[config.mk]
export PLATFORM = sky130hd
export DESIGN_NAME = spl_latch_driver
export DESIGN_NICKNAME = d
export VERILOG_FILES = /design/src/verilog/spl_latch_driver_unused_guard.sv /design/src/verilog/spl_pkg.sv /design/src/verilog/spl_fifo_if.sv /design/src/verilog/spl_latch_driver.sv /design/src/verilog/spl_fifo.sv
export VERILOG_INCLUDE_DIRS = /design/src /design/src/verilog
export SDC_FILE = /design/constraint.sdc
export NUM_CORES = 1
export LEC_CHECK = 0
export ABC_CLOCK_PERIOD_IN_PS = 3800
export BUFFER_PORTS_ARGS = -buffer_cell sky130_fd_sc_hd__clkbuf_2
export CAP_MARGIN = 20
export CORE_MARGIN = 2
export CORE_UTILIZATION = 59
export CTS_CLUSTER_DIAMETER = 150
export DETAILED_ROUTE_END_ITERATION = 8
export PLACE_DENSITY = 0.8
export SLEW_MARGIN = 0
export SYNTH_ARGS = -nofsm -noshare
export SYNTH_HDL_FRONTEND = slang
export SYNTH_SLANG_ARGS = --single-unit
[constraint.sdc]
create_clock -name sys_clk_i -period 3.8 [get_ports sys_clk_i]
set_input_delay 0.38 -clock sys_clk_i [delete_from_list [all_inputs] [get_ports sys_clk_i]]
set_output_delay 0.38 -clock sys_clk_i [all_outputs]
set_load 0.05 [all_outputs]
[src/verilog/spl_defs.svh]
`ifndef SPL_DEFS_SVH
`define SPL_DEFS_SVH

// ****************************************************************
// widths and depths
// ****************************************************************
// number of shift stages, latches and channel outputs
`define SPL_STAGES 32
// serial bits buffered between the pin sampler and the shift chain
`define SPL_FIFO_DEPTH 4
// one serial bit per buffered word
`define SPL_FIFO_WIDTH 1

// ****************************************************************
// reset values
// ****************************************************************
// power-on content of shift chain, latches and outputs
`define SPL_WORD_RST 32'h0000_0000

// ****************************************************************
// timing
// ****************************************************************
// system clock rate in kHz
`define SPL_SYS_CLK_KHZ 200000
// fastest shift clock the host may apply, in kHz
`define SPL_SHIFT_FMAX_KHZ 8000
// least system cycles between two shift clock rising edges (round up)
`define SPL_MIN_EDGE_CYCLES \
  ((`SPL_SYS_CLK_KHZ + `SPL_SHIFT_FMAX_KHZ - 1) / `SPL_SHIFT_FMAX_KHZ)

`endif

[src/verilog/spl_latch_driver_unused_guard.sv]
`timescale 1ns/1ps
`default_nettype none
`default_nettype wire

[src/verilog/spl_pkg.sv]
`default_nettype none

`include "spl_defs.svh"

// ****************************************************************
// shared types
// ****************************************************************
package spl_pkg;
  // one word across all channels, bit 0 is channel one
  typedef logic [`SPL_STAGES-1:0] spl_word_type;
  // one buffered serial bit
  typedef logic [`SPL_FIFO_WIDTH-1:0] spl_bit_type;
endpackage

`default_nettype wire

[src/verilog/spl_fifo_if.sv]
`timescale 1ns/1ps
`default_nettype none

// ****************************************************************
// valid/ready link between the top and its bit buffer
// ****************************************************************
interface spl_fifo_if #(
  parameter int WIDTH = 1
);
  // filling side
  logic push_valid;
  logic push_ready;
  logic [WIDTH-1:0] push_data;
  // draining side
  logic pop_valid;
  logic pop_ready;
  logic [WIDTH-1:0] pop_data;

  // the buffer itself
  modport buf_side (
    input push_valid, push_data, pop_ready,
    output push_ready, pop_valid, pop_data
  );
  // the logic that fills and drains it
  modport user_side (
    output push_valid, push_data, pop_ready,
    input push_ready, pop_valid, pop_data
  );
endinterface

`default_nettype wire

[src/verilog/spl_latch_driver.sv]
`timescale 1ns/1ps
`default_nettype none

`include "spl_defs.svh"

module spl_latch_driver (
  // clock and reset
  input wire logic sys_clk_i,
  input wire logic rstn_i,
  // serial side from the host
  input wire logic shift_clock_i,
  input wire logic serial_data_i,
  // control strobes from the host
  input wire logic latch_load_strobe_i,
  input wire logic output_gate_i,
  // buffer flow control
  input wire logic shift_stall_i,
  output logic serial_ready_o,
  // cascade to the next device
  output logic serial_out_o,
  // parallel channels, bit 0 is the first channel
  output var spl_pkg::spl_word_type channel_output_o
);

  // ****************************************************************
  // declarations
  // ****************************************************************
  spl_fifo_if #(.WIDTH(`SPL_FIFO_WIDTH)) bit_lnk (); // bit buffer link
  logic sclk_prev_r; // shift clock one cycle ago
  logic sclk_rise; // rising edge of the shift clock
  logic shift_fire; // one bit leaves the buffer into the chain
  spl_pkg::spl_word_type stage_r; // shift chain, bit 0 is stage one
  spl_pkg::spl_word_type stage_nxt; // chain after one shift
  spl_pkg::spl_word_type latch_r; // latch bank
  spl_pkg::spl_word_type latch_nxt; // latch bank next value
  spl_pkg::spl_word_type channel_nxt; // gated outputs next value
  logic serial_out_r; // cascade bit

  // ****************************************************************
  // shift clock edge detection
  // ****************************************************************
  // shift clock is sampled as a synchronous level; a rise is an edge.
  // the host spaces rises by at least SPL_MIN_EDGE_CYCLES, so one pop
  // per cycle drains the buffer long before the next bit arrives
  // history resets low, the idle level of the pin, so no false rise follows reset
  always_ff @(posedge sys_clk_i or negedge rstn_i) begin
    if (!rstn_i) begin
      sclk_prev_r <= 1'b0;
    end else begin
      sclk_prev_r <= shift_clock_i;
    end
  end

  assign sclk_rise = shift_clock_i && !sclk_prev_r;

  // ****************************************************************
  // serial bit buffer
  // ****************************************************************
  // each rise captures the serial input bit into the buffer while it has room
  assign bit_lnk.push_valid = sclk_rise;
  assign bit_lnk.push_data = serial_data_i;
  // drain unless the user stalls; stall lets the buffer really fill
  assign bit_lnk.pop_ready = !shift_stall_i;
  // room left for another bit, seen by the host side
  assign serial_ready_o = bit_lnk.push_ready;

  spl_fifo #(
    .WIDTH(`SPL_FIFO_WIDTH),
    .DEPTH(`SPL_FIFO_DEPTH)
  ) u_bit_fifo (
    .sys_clk_i(sys_clk_i),
    .rstn_i(rstn_i),
    .lnk(bit_lnk)
  );

  // a pop moves one buffered bit into the chain; the buffer costs one cycle
  assign shift_fire = bit_lnk.pop_valid && bit_lnk.pop_ready;

  // ****************************************************************
  // shift chain
  // ****************************************************************
  // next chain value: new bit in at stage one, the rest move up
  always_comb begin
    stage_nxt = {stage_r[`SPL_STAGES-2:0], bit_lnk.pop_data[0]};
  end

  // the chain only looks at shift events, never at load or gate
  always_ff @(posedge sys_clk_i or negedge rstn_i) begin
    if (!rstn_i) begin
      stage_r <= `SPL_WORD_RST;
    end else if (shift_fire) begin
      stage_r <= stage_nxt;
    end
  end

  // cascade bit follows the last stage of the chain
  always_ff @(posedge sys_clk_i or negedge rstn_i) begin
    if (!rstn_i) begin
      serial_out_r <= 1'b0;
    end else if (shift_fire) begin
      serial_out_r <= stage_nxt[`SPL_STAGES-1];
    end
  end

  assign serial_out_o = serial_out_r;

  // ****************************************************************
  // latch bank
  // ****************************************************************
  // load high: latches track the chain; load low: they hold
  always_comb begin
    if (latch_load_strobe_i) begin
      latch_nxt = stage_r;
    end else begin
      latch_nxt = latch_r;
    end
  end

  // latch register, refreshed every cycle from the chosen source
  always_ff @(posedge sys_clk_i or negedge rstn_i) begin
    if (!rstn_i) begin
      latch_r <= `SPL_WORD_RST;
    end else begin
      latch_r <= latch_nxt;
    end
  end

  // ****************************************************************
  // output gating
  // ****************************************************************
  // gate low blanks every channel; gate high shows the latches,
  // bit 0 (channel one) from the stage one latch
  always_comb begin
    if (output_gate_i) begin
      channel_nxt = latch_r;
    end else begin
      channel_nxt = `SPL_WORD_RST;
    end
  end

  // outputs are registered so they never glitch between channels
  always_ff @(posedge sys_clk_i or negedge rstn_i) begin
    if (!rstn_i) begin
      channel_output_o <= `SPL_WORD_RST;
    end else begin
      channel_output_o <= channel_nxt;
    end
  end

  // least cycles between two legal shift clock rises
  localparam int MIN_GAP = `SPL_MIN_EDGE_CYCLES;
endmodule // spl_latch_driver

`default_nettype wire

[src/verilog/spl_fifo.sv]
`timescale 1ns/1ps
`default_nettype none

`include "spl_defs.svh"

// ****************************************************************
// small synchronous fifo, width and depth as parameters
// ****************************************************************
module spl_fifo #(
  parameter int WIDTH = `SPL_FIFO_WIDTH,
  parameter int DEPTH = `SPL_FIFO_DEPTH
) (
  // clock and reset
  input wire logic sys_clk_i,
  input wire logic rstn_i,
  // both handshake sides
  spl_fifo_if.buf_side lnk
);
  localparam int AW = $clog2(DEPTH);

  logic [WIDTH-1:0] mem_r [DEPTH]; // storage words
  logic [AW-1:0] wr_ptr_r; // next write slot
  logic [AW-1:0] rd_ptr_r; // oldest word
  logic [AW:0] count_r; // words held
  logic push_fire; // word taken
  logic pop_fire; // word given

  // honest flags straight from the count
  assign lnk.push_ready = (count_r != (AW+1)'(DEPTH)); // full only at depth words
  assign lnk.pop_valid = (count_r != '0);
  assign lnk.pop_data = mem_r[rd_ptr_r];
  assign push_fire = lnk.push_valid && lnk.push_ready;
  assign pop_fire = lnk.pop_valid && lnk.pop_ready;

  // storage write
  always_ff @(posedge sys_clk_i) begin
    if (push_fire) begin
      mem_r[wr_ptr_r] <= lnk.push_data;
    end
  end

  // pointers wrap at the depth
  always_ff @(posedge sys_clk_i or negedge rstn_i) begin
    if (!rstn_i) begin
      wr_ptr_r <= '0;
      rd_ptr_r <= '0;
    end else begin
      if (push_fire) begin
        wr_ptr_r <= (wr_ptr_r == AW'(DEPTH - 1)) ? '0 : wr_ptr_r + 1'b1;
      end
      if (pop_fire) begin
        rd_ptr_r <= (rd_ptr_r == AW'(DEPTH - 1)) ? '0 : rd_ptr_r + 1'b1;
      end
    end
  end

  // occupancy
  always_ff @(posedge sys_clk_i or negedge rstn_i) begin
    if (!rstn_i) begin
      count_r <= '0;
    end else if (push_fire && !pop_fire) begin
      count_r <= count_r + 1'b1;
    end else if (pop_fire && !push_fire) begin
      count_r <= count_r - 1'b1;
    end
  end
endmodule // spl_fifo

`default_nettype wire

# [Word level (Yosys, flattened, before mapping)]
# Memories as Yosys holds them, arrays and structs flattened. A register that Yosys moved wholly into a read port is not among the register bits.
# Cells that the tools add are included.
[classes] addsub=4 eq_ne=3 mux=7 n_reduce_logical=12
[op_table] op="2-to-1 mux 32 bit" n=1
[op_table] op="2-to-1 mux 3 bit" n=2
[op_table] op="logical AND 1 bit" n=5
[op_table] op="zero test 1 bit" n=5
[op_table] op="adder 2 x 1 -> 2 bit (second input constant)" n=2
[op_table] op="equality test 2 bit (second input constant)" n=2
[op_table] op="2-to-1 mux 2 bit" n=2
[op_table] op="adder 3 x 1 -> 3 bit (second input constant)" n=1
[op_table] op="inequality test 3 bit (second input constant)" n=1
[op_table] op="nonzero test 3 bit" n=1
[op_table] op="subtractor 3 x 1 -> 3 bit (second input constant)" n=1
[op_table] op="2-to-1 mux 1 bit" n=2
[op_table] op="nonzero test 2 bit" n=1
[word_totals] ff_bits=105 mem_bits_rw=4 wordCells=35 mem_count=1
[memory_table] memory="u_bit_fifo.mem_r" depth=4 word_bits=1 read_ports=1 rd_ports_with_merged_regs=1 write_ports=1 line_no="spl_fifo.sv:21" rtl="logic [WIDTH-1:0] mem_r [DEPTH];"

# [Depth between registers and ports, before layout]
[logic_depth] word_depth=7 ltp_mapped=10 ltp_nobuf=9

# [Modules after synthesis]
# Synthesis repeated with hierarchy kept, for this count alone.
[unflattened] cells_unflattened=249 hier_area_um2=4179.0
[modules_own_cells] module="spl_latch_driver" n_inst=1 cells_each=207 area_per_inst_um2=3587.2
[modules_own_cells] module="spl_fifo" n_inst=1 cells_each=42 area_per_inst_um2=591.8

# [Least setup slack after synthesis]
# OpenSTA, ideal clock, no wires.
[synth_timing] path_type="reg2reg" from="register u_bit_fifo.count_r[0]" to="register u_bit_fifo.count_r[2]" setup_time_ps=79 arrival_time_ps=1912 setup_slack_ps=1809 stages_incl_launch_ff=11 synth_period_minus_slack_ps=1991 path_cell_list="dfrtp_1 nor3_2 nor2_4 buf_6 inv_1 ha_1 inv_1 fa_1 xor2_1 nor2_1 xor2_1"
[synth_via] elab_chain_len=5 elab_cells_between_ends=13 classes_between="add/sub (2); eq/ne (1); mux (2); reduce/logical (8)"
[synth_lines] element="start: declaration" line_no="spl_fifo.sv:24" rtl="logic [AW:0] count_r;"
[synth_lines] element="start signal: assignment" line_no="spl_fifo.sv:62" rtl="count_r <= count_r + 1'b1;"
[synth_lines] element="start signal: assignment" line_no="spl_fifo.sv:64" rtl="count_r <= count_r - 1'b1;"
[synth_lines] element="branches (longest 5 deep; another with subtractor 3 x 1 -> 3 bit)"
# Parallel ways; which one is timed is not known. The select of a mux whose other input is x is not followed.
# A chain may end at the register's enable or synchronous reset.

# [Worst setup path after layout]
# Ends and elaborated chain as after synthesis.

==> metrics.txt <==
status=finished clean; Worst EP required=4.08 ns; # hold bufs at CTS=0; final hold vios=0; Peak VDD IR=0.407 mV; post-synthesis cell count=247; Synth cell types=21; clock sink total=108; crit share post-route=0.587; FF/Latch Area=2720 sq um; CP endpoint kind=register; wire per inst=14.4 microns; endpoints failing setup=0; share of layout cells above drive strength 1=0.437; Final WS setup=1.57 ns; die area=7490 sq um; area of the multi-input gates=1220 sq um; global-route wire length before repair=9250 microns; crit-path max cell delay=0.46 ns; DIE WIDTH=86.5 microns; Top-Level Pins=41; Clock Path Buffers=2; Worst Max-Slew Pin Slew=0.906 ns; DP Wirelength=3360 microns; IO buf count=40; post-route cell area=4470 sq um; CTS tree=done; Initial Utilization=0.601; power density cells=770 nW/um^2; Startpoint Class=register; via count=1950; syn_nets=261; total congestion overflow=0; core area=6680 sq um; H-tree depth=3; GRT Resource Usage Total=0.161; clock slew at reported path FFs=0.10 ns; Post-CTS Setup Bufs=0; wl on met1=2610 microns; critical path's top delay family=adder cells; largest net degree at the start of global routing=77; Worst EP arrival=2.51 ns; Synthesis Warnings=0; total CTS buffers=9; HP Class=in2async; worst setup path class=reg2reg; fmax=449 MHz; routed wl met2=2540 microns; top routing layer in use=met4; placed cell area=4270 sq um; initial antenna violation count=0; fin crit period=2.23 ns; Slew Limit Headroom=0.396; Detailed Route WL=5410 microns; Leak=2.20 nW; placed cell count=359; Cell Area, Synth=4020 sq um; number of max-cap violations=0; non-filler instance count after layout=375; sequential-to-total area share from yosys stat=0.678; post-DR vias/cell=5.20; Setup TNS Final=0 ns; skew final=0.0140 ns; drt first pass iters=4; syn_area_per_cell=16.3 sq um; drt first-iter violations=130; Clock Latency Late Sink=0.36 ns; Antenna Nets Post-Route=0; Residual DRC=0; unrepaired setup endpoints after global routing=no; CP Cell Sequence=nor3_2, nor2_4, buf_4, inv_1, ha_1, inv_1, fa_1, xor2_1, nor2_1, xor2_1; WP buf/inv=3; pre-CTS setup slack=1.57 ns; Resize count post-CTS=0; RePlAce Congestion=0.674; root buffer cell=clkbuf_8; wire length on met3=191 microns; Die Y=86.5 microns; CP max FO=35; Critical-path top delay cell=dfrtp_1; FP Rows=30; fillers=460; layout net count=304; number of global-route vias before repair=1904; hold_ws=0.144 ns; Antenna diodes=0; number of synthesized register bits=108; pins over their slew limit=0; area grow syn2layout=11.4%
==> cell families (layout without fill, tap and decap cells) <==
kind of cell / Yosys count / in the layout / synth area share
and+or+nand+nor: 44 / 44 / 0.0676
DFF: 108 / 108 / 0.678
muxes: 70 / 70 / 0.203
AOI/OAI and AO/OA: 1 / 1 / 0.00218
xor gates and xnor gates: 3 / 3 / 0.00654
buffers and inverters: 14 / 62 / 0.0196
adders and majority gates: 7 / 7 / 0.0237
==> power breakdown <==
group | internal, W | total [W] | leakage [nW] | switching, W
sequential | 0.00155 | 0.00179 | 1.37 | 0.000234
clock | 0.000303 | 0.000683 | 0.105 | 0.000380
combinational | 0.000451 | 0.000977 | 0.725 | 0.000526
total | 0.00231 | 0.00345 | 2.20 | 0.00114
==> final cells by class <==
class	count	area share
Clock buffer	11	0.0364
Clock inverter	5	0.00895
Timing Repair Buffer	42	0.0487
Multi-Input combinational cell	125	0.272
Sequential cell	108	0.609
Inverter	4	0.00336
Tap cell	80	0.0224
==> path summary, 6_finish.rpt <==
path / to / start / slack [ns] / depth (start not counted)
hold / removal: channel_output_o[5]$_DFF_PN0_ / rstn_i / 0.14 / 1
hold reg to reg: latch_r[14]$_DFFE_PN0P_ / latch_r[14]$_DFFE_PN0P_ / 0.49 / 1
setup reg to reg: u_bit_fifo.count_r[2]$_DFFE_PN0P_ / u_bit_fifo.count_r[0]$_DFFE_PN0P_ / 1.57 / 10
max in group asynchronous: stage_r[1]$_DFFE_PN0P_ / rstn_i / 2.75 / 2
setup / recovery: u_bit_fifo.count_r[2]$_DFFE_PN0P_ / u_bit_fifo.count_r[0]$_DFFE_PN0P_ / 1.57 / 10
min in group sys_clk_i: sclk_prev_r$_DFF_PN0_ / shift_clock_i / 0.15 / 1
==> cells in the final DEF, fill, tap and decap left out <==
cell and instances:
fa_1 1, nand2b_1 1, nor3_2 1, mux2_4 4, nor2_4 1, buf_4 3
a21oi_2 1, ha_1 6, clkbuf_2 39, mux2_2 63, clkbuf_8 10, inv_6 2
edfxtp_1 4, clkbuf_16 1, xor2_1 2, dfrtp_1 104, nor2_1 4, and2_1 36
mux4_2 1, clkinv_2 1, mux2_1 2, nand2_1 1, xnor2_1 1, inv_1 4
clkinv_4 2
==> sequential cells by signal, indices dropped and copies added, names as in the netlist <==
register	flops
stage_r	31
latch_r	32
u_bit_fifo.mem_r	4
u_bit_fifo.wr_ptr_r	2
sclk_prev_r	1
serial_out_o	1
u_bit_fifo.rd_ptr_r	2
channel_output_o	32
u_bit_fifo.count_r	3
==> synthesized netlist by cell type, drive strengths merged <==
cell type	count	area share
inv	4	0.0037
mux4	1	0.0056
nor2	5	0.0065
a21oi	1	0.0022
nor3	1	0.0025
clkbuf	4	0.0037
nand2	1	0.00093
dfrtp	104	0.65
fa	1	0.0050
and2	36	0.056
xor2	2	0.0044
mux2	69	0.20
ha	6	0.019
edfxtp	4	0.030
buf	6	0.012
xnor2	1	0.0022
nand2b	1	0.0016
==> per-layer routing <==
metal | vias to the layer above | global-route usage
met5 | - | 0
met4 | 0 | 0.0597
met3 | 6 | 0.0457
met2 | 33 | 0.241
met1 | 998 | 0.229
li1 | 913 | -
==> stage by stage <==
step            util  total power, W
6_report       0.670         0.00345
5_1_grt        0.670         0.00365
4_1_cts        0.670         0.00348
3_5_place_dp   0.639         0.00281
3_3_place_gp   0.639         0.00274
2_1_floorplan      -         0.00257
(Power assumes the default switching activity.)
